===== src/rtl/scpb_pkg.sv =====
// constants, types and field layout of the smart card character block
package scpb_pkg;

  // -------------------------------------------------------------------------
  // register map
  // -------------------------------------------------------------------------
  localparam logic [15:0] ADDR_DIV  = 16'hFE10;
  localparam logic [15:0] ADDR_PAR  = 16'hFE11;
  localparam logic [15:0] ADDR_BYTE = 16'hFE12;
  localparam logic [15:0] ADDR_PROT = 16'hFE20;
  localparam logic [15:0] ADDR_STAT = 16'hFE21;

  localparam logic [7:0] DIV_RST  = 8'h0C;
  localparam logic [7:0] PAR_RST  = 8'h00;
  localparam logic [7:0] BYTE_RST = 8'h2C;
  localparam logic [7:0] PROT_RST = 8'h00;
  localparam logic [7:0] RD_ZERO  = 8'h00;

  // parity_break_control bit positions
  localparam int PB_PAR_DIS   = 6;
  localparam int PB_BREAK_GENERATION_DISABLE_DS = 5;
  localparam int PB_BREAK_DETECTION_DISABLE_DS = 4;
  localparam int PB_RETRANSMIT_ON_BREAK    = 3;
  localparam int PB_DISCARD   = 2;
  localparam int PB_INS_PE    = 1;
  localparam int PB_FORCE_PE  = 0;
  // character_ts_control bit positions
  localparam int BC_DET_TS    = 6;
  localparam int BC_DIR       = 5;
  localparam int BC_LEN_HI    = 4;
  localparam int BC_LEN_LO    = 3;
  // status bit positions
  localparam int ST_BUSY      = 0;
  localparam int ST_RX_PERR   = 1;
  localparam int ST_CARD_BRK  = 2;

  // -------------------------------------------------------------------------
  // timing, counted in half ETU from the start bit edge
  // -------------------------------------------------------------------------
  localparam int ETU_HALF_TICKS_INT   = 372; // divider ticks per half ETU, 186 card clocks
  localparam logic [8:0] ETU_HALF_TICKS = 9'(ETU_HALF_TICKS_INT);
  localparam int BRK_START_ETU_X10    = 105; // 10.5 ETU
  localparam int BRK_SAMPLE_ETU_X10   = 110; // 11 ETU
  localparam int TX_END_ETU_X10       = 100; // parity bit done
  localparam int RX_END_ETU_X10       = 110;
  localparam int CHAR_END_ETU_X10     = 130; // guard before next char
  localparam logic [4:0] H_BRK_START  = 5'(BRK_START_ETU_X10 * 2 / 10);
  localparam logic [4:0] H_BRK_SAMPLE = 5'(BRK_SAMPLE_ETU_X10 * 2 / 10);
  localparam logic [4:0] H_TX_END     = 5'(TX_END_ETU_X10 * 2 / 10);
  localparam logic [4:0] H_RX_END     = 5'(RX_END_ETU_X10 * 2 / 10);
  localparam logic [4:0] H_CHAR_END   = 5'(CHAR_END_ETU_X10 * 2 / 10);
  localparam logic [4:0] H_ONE        = 5'h01;
  localparam logic [4:0] H_SAMPLE_LO  = 5'h02; // first data bit midpoint - 1
  localparam logic [4:0] H_SAMPLE_HI  = 5'h12; // parity bit midpoint - 1
  localparam logic [3:0] SLOT_PARITY  = 4'h9;
  localparam logic [4:0] H_LEN_1      = 5'h02; // 1 ETU
  localparam logic [4:0] H_LEN_15     = 5'h03; // 1.5 ETU
  localparam logic [4:0] H_LEN_2      = 5'h04; // 2 ETU

  // raw line byte (first bit in bit 0) of TS in indirect convention
  localparam logic [7:0] TS_INDIRECT_RAW = 8'h03;

  // -------------------------------------------------------------------------
  // types
  // -------------------------------------------------------------------------
  typedef enum logic [2:0] {
    SC_IDLE = 3'b000,
    SC_TX   = 3'b001,
    SC_TCHK = 3'b011,
    SC_RX   = 3'b010,
    SC_BRK  = 3'b110,
    SC_WAIT = 3'b111
  } scpb_state_type;

  typedef struct packed {
    logic [7:0] data;
    logic       perr;
  } scpb_rx_type;

endpackage : scpb_pkg


===== src/rtl/scpb_ctrl.sv =====
// smart card clock divider, parity, break and TS convention control
`timescale 1ns/1ps
`default_nettype none

module scpb_ctrl (
  input  wire logic                 mclk_i,
  input  wire logic                 reset_n_i,
  input  wire logic [15:0]          addr_i,
  input  wire logic [7:0]           wdata_i,
  input  wire logic                 wr_i,
  input  wire logic                 rd_i,
  output var  logic [7:0]           rdata_o,
  input  wire logic                 tx_valid_i,
  input  wire logic [7:0]           tx_data_i,
  output var  logic                 tx_ready_o,
  output var  logic                 rx_valid_o,
  output var  scpb_pkg::scpb_rx_type rx_o,
  input  wire logic                 io_in_i,
  output var  logic                 io_out_o,
  output var  logic                 io_oe_o,
  output var  logic                 sclk_o
);

  // -------------------------------------------------------------------------
  // helper functions
  // -------------------------------------------------------------------------
  // convention mapping, its own inverse: direct passes, indirect flips
  // both the bit order and the levels
  function automatic logic [7:0] conv(input logic [7:0] v, input logic dir);
    logic [7:0] r;
    r = v;
    if (!dir) begin
      for (int i = 0; i < 8; i++) begin
        r[i] = ~v[7 - i];
      end
    end
    return r;
  endfunction : conv

  function automatic logic [4:0] brk_halves(input logic [1:0] code);
    logic [4:0] h;
    case (code)
      2'b01:   h = scpb_pkg::H_LEN_15;
      2'b10:   h = scpb_pkg::H_LEN_2;
      default: h = scpb_pkg::H_LEN_1; // reserved code falls back to 1 ETU
    endcase
    return h;
  endfunction : brk_halves

  // -------------------------------------------------------------------------
  // registers
  // -------------------------------------------------------------------------
  logic [5:0] div_field;
  logic [6:0] par_ctl;
  logic       det_ts;
  logic       dir_conv;
  logic [1:0] brk_len;
  logic       prot_t1;
  logic       st_perr;
  logic       st_card_brk;

  logic wr_div;
  logic wr_par;
  logic wr_byte;
  logic wr_prot;
  logic wr_stat;
  assign wr_div  = wr_i && (addr_i == scpb_pkg::ADDR_DIV);
  assign wr_par  = wr_i && (addr_i == scpb_pkg::ADDR_PAR);
  assign wr_byte = wr_i && (addr_i == scpb_pkg::ADDR_BYTE);
  assign wr_prot = wr_i && (addr_i == scpb_pkg::ADDR_PROT);
  assign wr_stat = wr_i && (addr_i == scpb_pkg::ADDR_STAT);

  // decoded settings, taken from the parity and protocol registers
  logic t0;
  logic par_on;
  logic break_generation_disable_on;
  logic break_detection_disable_on;
  assign par_on    = !par_ctl[scpb_pkg::PB_PAR_DIS];
  assign t0        = !prot_t1;
  assign break_generation_disable_on = t0 && !par_ctl[scpb_pkg::PB_BREAK_GENERATION_DISABLE_DS];
  assign break_detection_disable_on = t0 && !par_ctl[scpb_pkg::PB_BREAK_DETECTION_DISABLE_DS];

  // events from the character engine
  logic ts_done;
  logic ts_dir;
  logic rx_eval_perr;
  logic rx_eval;
  logic card_brk_seen;

  // configuration writes
  always_ff @(posedge mclk_i) begin
    if (!reset_n_i) begin
      div_field <= scpb_pkg::DIV_RST[5:0];
      par_ctl   <= scpb_pkg::PAR_RST[6:0];
      prot_t1   <= scpb_pkg::PROT_RST[0];
      brk_len   <= scpb_pkg::BYTE_RST[scpb_pkg::BC_LEN_HI:scpb_pkg::BC_LEN_LO];
    end else begin
      if (wr_div) div_field <= wdata_i[5:0];
      if (wr_par) par_ctl <= wdata_i[6:0];
      if (wr_prot) prot_t1 <= wdata_i[0];
      if (wr_byte) begin
        brk_len <= wdata_i[scpb_pkg::BC_LEN_HI:scpb_pkg::BC_LEN_LO];
      end
    end
  end

  // detect-TS: a firmware set wins over the hardware clear
  always_ff @(posedge mclk_i) begin
    if (!reset_n_i) begin
      det_ts <= scpb_pkg::BYTE_RST[scpb_pkg::BC_DET_TS];
    end else if (wr_byte) begin
      det_ts <= wdata_i[scpb_pkg::BC_DET_TS];
    end else if (ts_done) begin
      det_ts <= 1'b0;
    end
  end

  // convention flag: resets to direct, TS result wins over a write
  always_ff @(posedge mclk_i) begin
    if (!reset_n_i) begin
      // direct until a TS says otherwise
      dir_conv <= scpb_pkg::BYTE_RST[scpb_pkg::BC_DIR];
    end else if (ts_done) begin
      // hardware sets or clears on TS
      dir_conv <= ts_dir;
    end else if (wr_byte) begin
      dir_conv <= wdata_i[scpb_pkg::BC_DIR];
    end
  end

  // sticky status, write one to clear, new event wins
  always_ff @(posedge mclk_i) begin
    if (!reset_n_i) begin
      st_perr     <= 1'b0;
      st_card_brk <= 1'b0;
    end else begin
      if (rx_eval && rx_eval_perr) begin
        st_perr <= 1'b1;
      end else if (wr_stat && wdata_i[scpb_pkg::ST_RX_PERR]) begin
        st_perr <= 1'b0;
      end
      if (card_brk_seen) begin
        st_card_brk <= 1'b1;
      end else if (wr_stat && wdata_i[scpb_pkg::ST_CARD_BRK]) begin
        st_card_brk <= 1'b0;
      end
    end
  end

  scpb_pkg::scpb_state_type state;

  // read data, one cycle after the strobe; unmapped reads zero
  always_ff @(posedge mclk_i) begin
    if (!reset_n_i) begin
      rdata_o <= scpb_pkg::RD_ZERO;
    end else if (rd_i) begin
      case (addr_i)
        scpb_pkg::ADDR_DIV:  rdata_o <= {2'b00, div_field};
        scpb_pkg::ADDR_PAR:  rdata_o <= {1'b0, par_ctl};
        scpb_pkg::ADDR_BYTE: rdata_o <= {1'b0, det_ts, dir_conv, brk_len,
                                         scpb_pkg::BYTE_RST[2:0]};
        scpb_pkg::ADDR_PROT: rdata_o <= {7'h00, prot_t1};
        scpb_pkg::ADDR_STAT: rdata_o <= {5'h00, st_card_brk, st_perr,
                                         state != scpb_pkg::SC_IDLE};
        default:             rdata_o <= scpb_pkg::RD_ZERO;
      endcase
    end else begin
      rdata_o <= scpb_pkg::RD_ZERO;
    end
  end

  // -------------------------------------------------------------------------
  // card clock divider
  // -------------------------------------------------------------------------
  logic [5:0] div_eff;
  logic [5:0] div_act;
  logic [5:0] pre_cnt;
  logic       msclk_tick;
  assign div_eff = (div_field == 6'h00) ? 6'h01 : div_field;

  // the divisor is only taken at the end of a period, so a write can never
  // cut a card clock phase short
  always_ff @(posedge mclk_i) begin
    if (!reset_n_i) begin
      pre_cnt    <= 6'h00;
      div_act    <= scpb_pkg::DIV_RST[5:0];
      msclk_tick <= 1'b0;
    end else if (pre_cnt >= div_act) begin
      pre_cnt    <= 6'h00;
      div_act    <= div_eff;
      msclk_tick <= 1'b1;
    end else begin
      pre_cnt    <= pre_cnt + 6'h01;
      msclk_tick <= 1'b0;
    end
  end

  // further divide by two for the card clock
  always_ff @(posedge mclk_i) begin
    if (!reset_n_i) begin
      sclk_o <= 1'b0;
    end else if (msclk_tick) begin
      sclk_o <= ~sclk_o;
    end
  end

  // -------------------------------------------------------------------------
  // half-ETU time base, restarted at every character start
  // -------------------------------------------------------------------------
  logic [8:0] etu_pre;
  logic       half_tick;
  logic [4:0] hcnt;
  logic       restart;
  logic       line_prev;

  always_ff @(posedge mclk_i) begin
    if (!reset_n_i || restart) begin
      etu_pre   <= 9'h000;
      half_tick <= 1'b0;
    end else if (msclk_tick && etu_pre == scpb_pkg::ETU_HALF_TICKS - 9'h001) begin
      etu_pre   <= 9'h000;
      half_tick <= 1'b1;
    end else begin
      etu_pre   <= msclk_tick ? etu_pre + 9'h001 : etu_pre;
      half_tick <= 1'b0;
    end
  end

  // saturating count of half ETU since the start edge
  always_ff @(posedge mclk_i) begin
    if (!reset_n_i || restart) begin
      hcnt <= 5'h00;
    end else if (half_tick && hcnt != 5'h1F) begin
      hcnt <= hcnt + 5'h01;
    end
  end

  always_ff @(posedge mclk_i) begin
    if (!reset_n_i) begin
      line_prev <= 1'b1;
    end else begin
      line_prev <= io_in_i;
    end
  end

  // true in the cycle where the count moves on to the given half ETU
  function automatic logic at_half(input logic tick, input logic [4:0] cnt,
                                   input logic [4:0] h);
    return tick && (cnt == h - scpb_pkg::H_ONE);
  endfunction : at_half

  // -------------------------------------------------------------------------
  // character engine
  // -------------------------------------------------------------------------
  logic [7:0] tx_hold;   // last character, kept for retransmission
  logic [7:0] tx_line;
  logic       tx_lpar;
  logic [8:0] rx_sh;
  logic [4:0] brk_end;
  logic       retx;
  logic [7:0] rx_raw;
  logic       rx_dir;
  logic [7:0] rx_logic;
  logic       rx_lpar;
  logic [7:0] tx_logic_p;

  // TS decides its own convention; otherwise the flag in force is used
  assign rx_raw   = rx_sh[7:0];
  assign rx_dir   = det_ts ? (rx_raw != scpb_pkg::TS_INDIRECT_RAW) : dir_conv;
  assign rx_logic = conv(rx_raw, rx_dir);
  assign rx_lpar  = rx_dir ? rx_sh[8] : ~rx_sh[8];
  assign tx_logic_p = tx_hold;
  // forced error; even parity over data and parity
  assign rx_eval_perr = par_ctl[scpb_pkg::PB_FORCE_PE] ||
                        (par_on && ((^rx_logic) ^ rx_lpar));
  assign rx_eval  = (state == scpb_pkg::SC_RX) &&
                    at_half(half_tick, hcnt, scpb_pkg::H_BRK_START);
  assign ts_done  = rx_eval && det_ts;
  assign ts_dir   = rx_dir;
  // card break sampled at 11 ETU
  assign card_brk_seen = (state == scpb_pkg::SC_TCHK) && break_detection_disable_on &&
                         at_half(half_tick, hcnt, scpb_pkg::H_BRK_SAMPLE) &&
                         !io_in_i;
  assign restart  = (state == scpb_pkg::SC_IDLE &&
                     ((tx_valid_i && tx_ready_o) || (line_prev && !io_in_i))) ||
                    (state == scpb_pkg::SC_TCHK && retx &&
                     at_half(half_tick, hcnt, scpb_pkg::H_CHAR_END));

  always_ff @(posedge mclk_i) begin
    if (!reset_n_i) begin
      state      <= scpb_pkg::SC_IDLE;
      tx_ready_o <= 1'b0;
      tx_hold    <= 8'h00;
      tx_line    <= 8'h00;
      tx_lpar    <= 1'b1;
      rx_sh      <= 9'h000;
      brk_end    <= 5'h00;
      retx       <= 1'b0;
      rx_valid_o <= 1'b0;
      rx_o       <= '0;
    end else begin
      rx_valid_o <= 1'b0;
      case (state)
        scpb_pkg::SC_IDLE: begin
          tx_ready_o <= 1'b1;
          retx       <= 1'b0;
          if (tx_valid_i && tx_ready_o) begin
            tx_ready_o <= 1'b0;
            tx_hold    <= tx_data_i;
            tx_line    <= conv(tx_data_i, dir_conv);
            tx_lpar    <= dir_conv ^ ~((^tx_data_i) ^
                          par_ctl[scpb_pkg::PB_INS_PE]);
            state      <= scpb_pkg::SC_TX;
          end else if (line_prev && !io_in_i) begin
            tx_ready_o <= 1'b0;
            state      <= scpb_pkg::SC_RX;
          end
        end
        scpb_pkg::SC_TX: begin
          if (at_half(half_tick, hcnt, scpb_pkg::H_TX_END)) begin
            state <= scpb_pkg::SC_TCHK;
          end
        end
        scpb_pkg::SC_TCHK: begin
          // card break sampled after our character
          if (card_brk_seen) begin
            retx <= par_ctl[scpb_pkg::PB_RETRANSMIT_ON_BREAK];
          end
          if (at_half(half_tick, hcnt, scpb_pkg::H_CHAR_END)) begin
            if (retx) begin
              tx_line <= conv(tx_logic_p, dir_conv);
              retx    <= 1'b0;
              state   <= scpb_pkg::SC_TX;
            end else begin
              state   <= scpb_pkg::SC_IDLE;
            end
          end
        end
        scpb_pkg::SC_RX: begin
          if (at_half(half_tick, hcnt, scpb_pkg::H_ONE) && io_in_i) begin
            state <= scpb_pkg::SC_IDLE; // glitch, not a start bit
          end else if (half_tick && !hcnt[0] && hcnt >= scpb_pkg::H_SAMPLE_LO &&
                       hcnt <= scpb_pkg::H_SAMPLE_HI) begin
            rx_sh <= {io_in_i, rx_sh[8:1]};
          end else if (rx_eval) begin
            rx_o.data <= rx_logic;
            rx_o.perr <= rx_eval_perr;
            // drop a bad character in T=0 with checking and discard on
            rx_valid_o <= !(rx_eval_perr && t0 && par_on &&
                            par_ctl[scpb_pkg::PB_DISCARD]);
            brk_end <= scpb_pkg::H_BRK_START + brk_halves(brk_len);
            // break only with parity checking on
            if (rx_eval_perr && par_on && break_generation_disable_on) begin
              state <= scpb_pkg::SC_BRK;
            end else begin
              state <= scpb_pkg::SC_WAIT;
            end
          end
        end
        scpb_pkg::SC_BRK: begin
          if (at_half(half_tick, hcnt, brk_end)) begin
            state <= scpb_pkg::SC_WAIT;
          end
        end
        scpb_pkg::SC_WAIT: begin
          if (hcnt >= scpb_pkg::H_RX_END) begin
            state <= scpb_pkg::SC_IDLE;
          end
        end
        default: state <= scpb_pkg::SC_IDLE;
      endcase
    end
  end

  // open drain line: only ever pulled low, released otherwise
  logic [3:0] slot;
  logic       tx_low;
  assign slot = hcnt[4:1];
  always_comb begin
    tx_low = 1'b0;
    if (slot == 4'h0) begin
      tx_low = 1'b1;
    end else if (slot <= 4'h8) begin
      tx_low = !tx_line[3'(slot - 4'h1)];
    end else if (slot == scpb_pkg::SLOT_PARITY) begin
      tx_low = !tx_lpar;
    end
  end

  always_ff @(posedge mclk_i) begin
    if (!reset_n_i) begin
      io_oe_o  <= 1'b0;
      io_out_o <= 1'b0;
    end else begin
      io_out_o <= 1'b0;
      io_oe_o  <= (state == scpb_pkg::SC_TX && tx_low) ||
                  (state == scpb_pkg::SC_BRK);
    end
  end
endmodule : scpb_ctrl

`default_nettype wire


===== config.mk =====
export PLATFORM = sky130hd
export DESIGN_NAME = scpb_ctrl
export DESIGN_NICKNAME = d
export VERILOG_FILES = /design/src/rtl/scpb_pkg.sv /design/src/rtl/scpb_ctrl.sv
export SDC_FILE = /design/constraint.sdc
export NUM_CORES = 1
export LEC_CHECK = 0
export BUFFER_PORTS_ARGS = -buffer_cell sky130_fd_sc_hd__buf_2
export CAP_MARGIN = 25
export CELL_PAD_IN_SITES_DETAIL_PLACEMENT = 0
export CELL_PAD_IN_SITES_GLOBAL_PLACEMENT = 1
export CORE_ASPECT_RATIO = 0.7
export CORE_UTILIZATION = 30
export DETAILED_ROUTE_END_ITERATION = 7
export PLACE_DENSITY_LB_ADDON = 0.1
export SLEW_MARGIN = 0
export SYNTH_ARGS = -nofsm -noshare
export SYNTH_HDL_FRONTEND = slang
export SYNTH_SLANG_ARGS = --single-unit

===== constraint.sdc =====
create_clock -name mclk_i -period 6.67 [get_ports mclk_i]
set_input_delay 1.334 -clock mclk_i [delete_from_list [all_inputs] [get_ports mclk_i]]
set_output_delay 1.334 -clock mclk_i [all_outputs]
set_load 0.005 [all_outputs]

Word level (Yosys, flattened, before mapping):

Index checks and enable logic that the tools add are counted.

* eq/ne operators: 30
* reduce and logical (&&, ||, !) cells: 74
* order comparisons: 6
* multiplexer cells: 50
* bitwise operators: 35
* add/sub/neg operators: 6

Operators by type and width (number)
* $eq 16x16->1 const B: 5
* $mux 8: 6
* $logic_and 1x1->1: 39
* $pmux 7 s5: 1
* $not 1->1: 32
* $mux 3: 9
* $mux 5: 5
* $mux 1: 23
* $eq 5x5->1 const B: 4
* $pmux 3 s6: 1
* $pmux 8 s2: 1
* $reduce_xor 8->1: 2
* $logic_not 1->1: 10
* $add 9x1->9 const B: 1
* $eq 9x9->1 const B: 1
* $ne 2x2->1 const B: 4
* $ne 8x2->1 const B: 1
* $reduce_and 4->1: 2
* $reduce_bool 2->1: 4
* $reduce_and 7->1: 1
* $add 6x1->6 const B: 1
* $eq 3x2->1 const B: 2
* $eq 3x3->1 const B: 2
* $ge 6x6->1: 1
* other kinds (34): 43

* bits in registers: 105

Longest topological paths before layout:

Gate-level depths: netlist (run 1).

* depth in word-level cells: 14
* mapped depth: 10

Least setup slack after synthesis (run 1):

No wires, ideal clock.

* path kind: input port to flip-flop
* start: in addr_i[7]
* end: reg dir_conv
* path slack: 3.704 ns
* setup time: 0.128 ns
* cell stages on the path: 7
* arrival time: 2.838 ns
* path buffers: 0
* data required time: 6.542 ns
* cells stage by stage: nor4b_4 > nand3b_2 > nor4_4 > nand2_2 > mux2_4 > mux2i_1 > nand2_1

* word-level cells in the longest chain between the ends: 3

RTL lines
* start, declared: RTL line scpb_ctrl.sv:8 `input wire logic [15:0] addr_i,`
* $eq 16x16->1: RTL line scpb_ctrl.sv:69 `assign wr_byte = wr_i && (addr_i == scpb_pkg::ADDR_BYTE);`
* $logic_and 1x1->1: RTL line scpb_ctrl.sv:69
* $reduce_bool 2->1 (no line)
* end signal, assigned: RTL line scpb_ctrl.sv:122 `dir_conv <= scpb_pkg::BYTE_RST[scpb_pkg::BC_DIR];`
* end signal, assigned: RTL line scpb_ctrl.sv:125 `dir_conv <= ts_dir;`
* end signal, assigned: RTL line scpb_ctrl.sv:127 `dir_conv <= wdata_i[scpb_pkg::BC_DIR];`
* end, declared: RTL line scpb_ctrl.sv:56 `logic dir_conv;`

No other way between the ends.
A chain may end at the register's enable or synchronous reset.

Final worst setup path (run 1):

Same ends and word-level chain as after synthesis.

==> metrics.txt, run 1 <==
worst-skew pair later-pin latency=0.35 ns; RSZ-0062 raised after global routing=no; largest net degree at the start of global routing=35; routed wire length=13.6 mm; Pre-antenna DRT Iters=5; Crit Path Class=primary input to register; starting density of the core=30.7%; H-tree Lvls=3; final cell count without fillers=slightly below 900; main combinational cell family by area after synthesis=simple AND/OR/NAND/NOR gates; antenna-violating nets left=0; # setup viols final=0; core footprint=~17000 um^2; Vias=4233; setup bufs post-CTS=0; Worst Clk Skew=0.00840 ns; number of synthesized flops with an enable pin=0; CP required=6.89 ns; DRC=0; Die W=160 um; GRT Util Overall=16.0%; Top Metal Used=met4; I/O pins=60; f_max=0.327 GHz; Leak=2.34 nW; max-capacitance violation count=0; top cells by area, synth=dfxtp_1 39%, mux2i_1 7.4%, nor2_1 7.4%, ha_1 4.8%, xnor2_1 4.3%; Final period util=between 40 and 50%; PwrDens=around 240 nW/um^2; antenna cells=0; wire length on met3=a little under 500 um; sequential share of the synthesized area=approximately 40%; Most used DFF post-synth=dfxtp_1; post-synth cell types=62; number of buffers created by CTS=9; hpwl dp=9.97 mm; post-route minimum period=approximately 3.1 ns; Max FO, Critical Path=10; Worst Path Arrival=between 3 and 4 ns; post-synthesis xor/xnor area fraction=7.09%; Tightest Pin Transition=0.904 ns; Setup TNS=0 ns; most common cell in the netlist=nor2_1; Place WS=approximately 3.1 ns; critical path capture point type=register; Core Rows=40; Num Clock Sinks=103; relative slew slack=between 30% and 40%; Die Y=113 um; number of hold violations in the final report=0; flop2flop setup slack=3.78 ns; Pins Over Slew Limit=0; Hold Crit Class=register to register; Syn Inst Count=595; WL/cell=15.7 um; outcome=complete, no violations; Simple-Gate Fraction of Synth Area=20.8%; CTS clock-pin slew for the worst setup and hold paths=0.07 ns; Inst Count DP=852; Yosys reg bits=103; routability cong.=0.759; share of flip-flops with an asynchronous set or reset=0%; total gr overflow=0; Synth warnings=0; vias in the first global route=4061; startpoint types=primary input; root buffer cell=clkbuf_16; M1 wire length=7.68 mm; initial antenna violation count=0; global-route wire length before repair=approximately 23 mm; Post-Synth Adder-Cell Area=4.76%; top post-synthesis cells by count=104 x nor2_1, 103 x dfxtp_1, 48 x nand2_1; top cell type's share of synthesized area=39.2%; met2 wire length=5.35 mm; Initial DRC Count=between 300 and 400; post-synthesis compound-gate area fraction=a little over a tenth; Area growth, synth to finish=14.2%; Vias/cell=4.87; Final nets=691; mapped cell area=5260 um^2; mux share of post-synthesis cell area=12.2%; largest area contributor in the netlist=dfxtp_1; PortBufs=56; CTS tree=built; Hold-fix buffers, CTS=0; Max IR drop VDD=102 uV; die area=roughly 18000 um^2; Fillers=1835; syn_area_per_cell=8.84 um^2; post-CTS sizing=0; layout cell share with drive strength beyond 1=15.8%; final worst slack=3.61 ns; Max Root-Sink Buffers=2
power breakdown:
part           internal (mW)  switching [mW]  total, mW
Clock                  0.295           0.253      0.548
Combinational         0.0898           0.129      0.219
Sequential             0.641          0.0309      0.672
Total                   1.03           0.413       1.44
cells in the final DEF, fill, tap and decap left out, drive strengths merged, types with 2 or more instances in the layout:
cell type  count
nor2         105
dfxtp        103
buf           60
nand2         49
mux2i         39
a21oi         31
inv           30
xnor2         26
ha            20
nand3         18
o21ai         16
xor2          14
nand4         10
a211oi        10
mux4          10
clkbuf        10
nor3           8
and2           7
o211ai         7
nand2b         6
and3           5
a222oi         5
a21o           4
and4           4
nor2b          3
a31oi          3
or2            3
or3            2
a22oi          2
conb           2
nor3b          2
nor4b          2
nor4           2
a221oi         2
mux2           2
nand3b         2
clkinv         2
logic make-up (layout without fill, tap and decap cells):
group	Yosys count	count (layout)
AOI/OAI and AO/OA	88	88
xor gates and xnor gates	41	41
adders and majority gates	20	20
buffers and inverters	62	104
DFF	103	103
muxes	51	51
other	1	2
and+or+nand+nor	229	229
routing by layer:
metal  vias up  track usage (%)
met3        10             3.48
li1       2124                -
met1      2025             25.3
met2        74             21.8
met5         -                0
met4         0             3.11
area by class of cell:
class                   count  area [um^2]  area share [%]
clock buffers              10          229            3.81
clock inverters             6         68.8            1.14
inverters                  28          105            1.75
multi-input cells         431         2940            48.9
flip-flops and latches    103         2060            34.3
well taps                 231          289            4.81
repair buffers             60          318            5.29
worst max-delay path, stage by stage:
cell	delay, ns
buf_2	0.11
nor4b_4	0.32
nand3b_2	0.18
nor4_4	0.61
nand2_2	0.19
mux2_4	0.33
mux2i_1	0.12
nand2_1	0.06
sequential cells by signal, summed over array words and instances, names as in the netlist, 2 cells and up:
signal	cells
brk_end	4
brk_len	2
div_act	6
div_field	6
etu_pre	9
hcnt	5
par_ctl	7
pre_cnt	6
rdata_o	7
rx_o	9
rx_sh	9
state	3
tx_hold	8
tx_line	8
final timing paths:
check / startpoint / endpoint / cells past startpoint
setup / recovery: addr_i[7] / dir_conv$_SDFFE_PN1P_ / 8
hold / removal: tx_hold[4]$_SDFFE_PN0P_ / tx_hold[4]$_SDFFE_PN0P_ / 2
setup reg to reg: hcnt[1]$_SDFFE_PP0P_ / rx_o[8]$_SDFFE_PN0P_ / 10
hold reg to reg: tx_hold[4]$_SDFFE_PN0P_ / tx_hold[4]$_SDFFE_PN0P_ / 2
per-stage QoR:
stage	hold WS, ns	utilization, %	area [um^2]	power [mW]
after detailed placement	0.447	33.2	5700	0.903
after global routing	0.477	35.0	6010	1.52
after CTS	0.458	34.9	6000	1.46
final	0.458	35.0	6010	1.44
after floorplan	0.430	-	5270	0.839
after global placement	0.443	33.2	5700	0.902
(Power assumes the default switching activity.)
==> inputs of run 2 (changes only) <==
--- a/config.mk
+++ b/config.mk
@@ -5,6 +5,7 @@
 export SDC_FILE = /design/constraint.sdc
 export NUM_CORES = 1
 export LEC_CHECK = 0
+export ABC_AREA = 1
 export BUFFER_PORTS_ARGS = -buffer_cell sky130_fd_sc_hd__buf_2
 export CAP_MARGIN = 25
 export CELL_PAD_IN_SITES_DETAIL_PLACEMENT = 0
==> constraint.sdc (replaced) <==
create_clock -name mclk_i -period 3 [get_ports mclk_i]
set_input_delay 0.6 -clock mclk_i [delete_from_list [all_inputs] [get_ports mclk_i]]
set_output_delay 0.6 -clock mclk_i [all_outputs]
set_load 0.005 [all_outputs]
==> metrics.txt, run 2 <==
outcome=complete, no violations; CP required=3.29 ns; Top Registers=etu_pre (9), rx_o (9), rx_sh (9); layout cell share with drive strength beyond 1=between 10% and 20%; Hold Crit Class=register to register; Setup TNS=0 ns; Die Y=~110 um; Combinational Power Share=16.7%; Worst Setup EP=pre_cnt[2]$_SDFF_PP0_; CTS tree=built; total gr overflow=0; top cells by area, synth=dfxtp_1 39%, nand2_1 11%, nor2_1 6.5%, o21ai_0 6.0%, inv_1 5.8%; root buffer cell=clkbuf_16; worst-skew pair later-pin latency=0.36 ns; Switching Share=31.3%; Critical Path Max Stage Delay=0.38 ns; hpwl dp=11.2 mm; RR Endpoint=pre_cnt[2]$_SDFF_PP0_; antenna-violating nets left=0; PwrDens=528 nW/um^2; Leak=~2.6 nW; Max IR drop VDD=220 uV; post-route minimum period=roughly 2.4 ns; mapped cell area=about 5300 um^2; most frequent cells in the layout=158 x nand2_1, 103 x dfxtp_1, 92 x nor2_1; Max FO, Critical Path=9; core footprint=~17000 um^2; part of the power in registers=between 40% and 50%; initial antenna violation count=0; number of hold violations in the final report=0; Crit Path Class=register to register; Pins Over Slew Limit=0; Yosys reg bits=103; Final nets=864; r2r worst-path depth=12; global-route wire length before repair=approximately 25 mm; WL/cell=14.1 um; RSZ-0062 raised after global routing=no; most used routing layer=met1; routability cong.=a little over 0.8; I/O pins=60; Final period util=80.8%; Hold-fix buffers, CTS=0; Vias/cell=4.76; Sw Pwr=slightly above 1 mW; Area growth, synth to finish=15.2%; GRT Util Overall=17.1%; most frequent CP cell=o21a_1; PortBufs=56; CP Cell Sequence=inv_1 > ha_1 > inv_1 > a21oi_1 > o21a_1 > o21a_1 > o21a_1 > o21ai_0 > nand2_1 > nor2_1 > clkinv_1 > nor3b_1; Pre-antenna DRT Iters=6; Most used DFF post-synth=dfxtp_1; number of synthesized flops with an enable pin=0; number of buffers created by CTS=9; top cell type's share of synthesized area=between 30% and 40%; Slowest-stage cell, CP=dfxtp_1; post-synth cell types=48; sequential share of the synthesized area=a little under 40%; max-capacitance violation count=0; grt met1 use=a little over a quarter; internal power=2.23 mW; setup bufs post-CTS=0; Die W=about 160 um; Worst Path Arrival=2.71 ns; Initial DRC Count=322; CTS clock-pin slew for the worst setup and hold paths=0.08 ns; flop2flop setup slack=0.58 ns; Core Rows=40; Max Root-Sink Buffers=2; die area=18300 um^2; Synth warnings=0; routed wire length=14.7 mm; Syn Inst Count=753; starting density of the core=roughly 31%; total power draw=3.24 mW; met2 Track Usage GR=23.6%; f_max=0.412 GHz; Num Clock Sinks=between 100 and 150; DRC=0; critical path capture point type=register; most common cell after layout, fill and taps aside=nand2_1; startpoint types=register; post-CTS sizing=0; Worst Clk Skew=0.0140 ns; RR Startpoint=pre_cnt[0]$_SDFF_PP0_; share of flip-flops with an asynchronous set or reset=0%; most common cell in the netlist=nand2_1; H-tree Lvls=3; Setup crit start=pre_cnt[0]$_SDFF_PP0_; top post-synthesis cells by count=158 x nand2_1, 103 x dfxtp_1, 92 x nor2_1; met3 GRT Util=around 3.5%; largest net degree at the start of global routing=35; antenna cells=0; # setup viols final=0; clock network fraction of total power=36.6%; vias in the first global route=4648; syn_area_per_cell=7.08 um^2; Vias=4956; largest area contributor in the netlist=dfxtp_1
## run 2: cell count changes in the layout (fill, tap and decap cells not counted), sizes merged, moves of 7 or more
cell and change:
mux4 -10, inv +61, buf +9, nor2 -11, nand2 +114, a21oi +15
nand3 +22, and2 -7, xnor2 -14, mux2i -38, o21ai +51
## run 2: power by group through the flow
stage	Clock (mW)	Sequential (mW)	Combinational, mW
finish	1.19	1.51	0.542
global route	1.29	1.52	0.618
CTS	1.23	1.51	0.552
detailed placement	0	1.54	0.551
global placement	0	1.54	0.547
floorplan	0	1.52	0.368
## run 2: logic make-up (layout without fill, tap and decap cells)
family / after synthesis / after routing / synth area share (%)
buf+inv: 117 / 174 / 9.20
mux: 1 / 1 / 0.188
flops: 103 / 103 / 38.7
xor+xnor: 25 / 25 / 4.11
fa+ha+maj: 20 / 20 / 4.69
compound gates: 162 / 162 / 17.6
other cells: 1 / 2 / 0.0704
simple gates: 324 / 324 / 25.5
## run 2: stage by stage
| stage | hold WS, ns | cell area [um^2] | instances | setup WS, ns | util, % |
|---|---|---|---|---|---|
| 6_report | 0.465 | 6140 | 1042 | 0.576 | 35.6 |
| 5_1_grt | 0.485 | 6140 | 1042 | 0.265 | 35.6 |
| 4_1_cts | 0.468 | 6130 | 1041 | 0.502 | 35.5 |
| 3_5_place_dp | 0.452 | 5840 | 1025 | 0.538 | 33.8 |
| 3_3_place_gp | 0.449 | 5840 | 1025 | 0.579 | 33.8 |
| 2_1_floorplan | 0.430 | 5330 | 754 | 0.836 | - |
## run 2: metal layers
layer | up-vias | part of all wire [%] | routed length (um)
met5 | - | 0 | 0
met1 | 2265 | 57 | 8310
met2 | 99 | 39 | 5700
met4 | 0 | 0.93 | 136
met3 | 12 | 3.6 | 528
li1 | 2580 | - | -
## run 2: worst max-delay path, delay by kind of cell (launching register included)
kind | cells | cell delay (ns)
buffers and inverters | 3 | 0.44
adder cells (fa/ha/maj) | 1 | 0.27
flip-flops | 1 | 0.38
AND/OR/NAND/NOR | 3 | 0.58
AO/OA/AOI/OAI | 5 | 0.69
## run 2: layout make-up
| cell class | count | area (um^2) |
|---|---|---|
| repair buffers | 69 | 378 |
| clock inverters | 7 | 72.6 |
| inverters | 89 | 334 |
| clock buffers | 9 | 225 |
| flip-flops and latches | 103 | 2060 |
| fillers | 1856 | 11100 |
| well taps | 231 | 289 |
| multi-input cells | 534 | 2780 |
## run 2: worst min path at each step
stage	from	endpoint	slack, ns	cells after the start
6_report	brk_end[2]$_SDFFE_PN0P_	brk_end[2]$_SDFFE_PN0P_	0.46	2
5_1_grt	rx_o[7]$_SDFFE_PN0P_	rx_o[7]$_SDFFE_PN0P_	0.48	1
4_1_cts	brk_end[2]$_SDFFE_PN0P_	brk_end[2]$_SDFFE_PN0P_	0.47	2
3_5_place_dp	rx_o[4]$_SDFFE_PN0P_	rx_o[4]$_SDFFE_PN0P_	0.45	1
3_3_place_gp	pre_cnt[0]$_SDFF_PP0_	pre_cnt[0]$_SDFF_PP0_	0.45	1
2_1_floorplan	pre_cnt[0]$_SDFF_PP0_	pre_cnt[0]$_SDFF_PP0_	0.43	1
==> inputs of run 3 (changes only) <==
==> constraint.sdc (replaced) <==
create_clock -name mclk_i -period 2.5 [get_ports mclk_i]
set_input_delay 0.5 -clock mclk_i [delete_from_list [all_inputs] [get_ports mclk_i]]
set_output_delay 0.5 -clock mclk_i [all_outputs]
set_load 0.005 [all_outputs]
==> metrics.txt, run 3 (same netlist as run 2, synthesis figures left out) <==
Initial DRC Count=295; Final period util=88.0%; vias in the first global route=~4700; post-CTS sizing=0; die area=18300 um^2; most common cell after layout, fill and taps aside=nand2_1; antenna-violating nets left=0; PortBufs=56; Max FO, Critical Path=22; DRC=0; initial antenna violation count=0; number of hold violations in the final report=0; Die Y=114 um; routability cong.=0.867; Crit Path Class=register to register; relative slew slack=~67%; Pre-antenna DRT Iters=4; RSZ-0062 raised after global routing=no; GRT Util Overall=between 10% and 20%; Core Rows=40; HP Start=wdata_i[6]; Max Root-Sink Buffers=2; Area growth, synth to finish=16.1%; critical path capture point type=register; global-route wire length before repair=24.6 mm; Pins Over Slew Limit=0; worst-skew pair later-pin latency=0.36 ns; Hold-fix buffers, CTS=0; number of buffers created by CTS=9; hpwl dp=11.2 mm; Top Registers=etu_pre (9), rx_o (9), rx_sh (9); cell area after layout=6190 um^2; total power draw=3.88 mW; Place WS=around 0.11 ns; H-tree Lvls=3; max-capacitance violation count=0; Num Clock Sinks=103; Die W=161 um; Final Hold Slack=0.416 ns; Setup crit start=det_ts$_SDFFE_PN0P_; antenna cells=0; Multi-input gate area=about 2800 um^2; PwrDens=627 nW/um^2; post-route minimum period=2.20 ns; WL/cell=14.2 um; outcome=complete, no violations; I/O pins=60; most frequent cells in the layout=158 x nand2_1, 103 x dfxtp_1, 92 x nor2_1; Vias/cell=approximately 4.7; f_max=0.455 GHz; final worst slack=0.300 ns; Leak=approximately 2.7 nW; Vias=4939; root buffer cell=clkbuf_16; Tightest Pin Transition=0.487 ns; CTS tree=built; Hold Crit Class=primary input to register; largest net degree at the start of global routing=between 40 and 50; CP required=2.74 ns; # setup viols final=0; Setup TNS=0 ns; Fillers=1903; setup bufs post-CTS=0; Final nets=871; Max IR drop VDD=292 uV; RR Startpoint=det_ts$_SDFFE_PN0P_; starting density of the core=a little under a third; Placed Area=about 6000 um^2; total gr overflow=0; CTS clock-pin slew for the worst setup and hold paths=around 0.07 ns; routed wire length=~15 mm; core footprint=17300 um^2; startpoint types=register; Worst Clk Skew=0.00809 ns; Worst Path Arrival=2.44 ns; Register Area=between 2000 and 2500 um^2; layout cell share with drive strength beyond 1=13.3%
==> run 3: changes by cell type in the layout (fill, tap and decap cells not counted) <==
cell,delta
buf_4,+7
clkbuf_8,+2
clkbuf_1,+1
clkinv_1,-1
clkinv_4,-1
clkinv_8,-1
inv_2,+1
inv_8,-1
==> run 3: report_power, final <==
group / switching [mW] / total, mW / internal (mW)
Combinational: 0.425 / 0.650 / 0.225
Clock: 0.669 / 1.41 / 0.746
Sequential: 0.0766 / 1.82 / 1.74
Total: 1.17 / 3.88 / 2.71
==> run 3: worst paths after layout <==
check                          endpoint  slack, ns  depth (start not counted)
setup / recovery  state[0]$_SDFFE_PN0P_       0.30                         18
setup reg to reg  state[0]$_SDFFE_PN0P_       0.30                         18
hold / removal      det_ts$_SDFFE_PN0P_       0.42                          3
hold reg to reg    rx_o[4]$_SDFFE_PN0P_       0.46                          1
==> run 3: area by class of cell <==
type / instances / area share (%)
multi-input combinational: 534 / 44.9
sequential: 103 / 33.3
timing repair buffer: 76 / 6.95
inverter: 89 / 5.40
tap: 231 / 4.67
clock buffer: 12 / 4.14
clock inverter: 4 / 0.586
==> run 3: metal layers <==
layer / share of wire (%) / vias to the layer above / global-route usage (%)
li1: - / 2584 / -
met1: 56 / 2258 / 26.7
met2: 38 / 89 / 23.8
met3: 4.7 / 8 / 3.75
met4: 0.97 / 0 / 4.53
met5: 0 / - / 0
==> run 3: metrics by stage <==
step	util, %	cells
finish	35.8	1049
global route	35.8	1049
CTS	35.8	1049
detailed placement	34.2	1033
global placement	34.2	1033
floorplan	-	754
==> run 3: critical path, cell delays in order (launching register included) <==
cell and delay, ns:
dfxtp_1 0.35, nor2_1 0.23, inv_2 0.18, nand2_4 0.24
nand2_1 0.08, o21ai_1 0.11, nand2_1 0.07, nand2_1 0.11
inv_1 0.05, nand2_1 0.07, nand2_1 0.05, nand2_1 0.06
nand3_2 0.07, nand2_2 0.09, nand3_1 0.09, nand2_1 0.07
nand2_1 0.05, nand2_1 0.07, a21oi_2 0.05
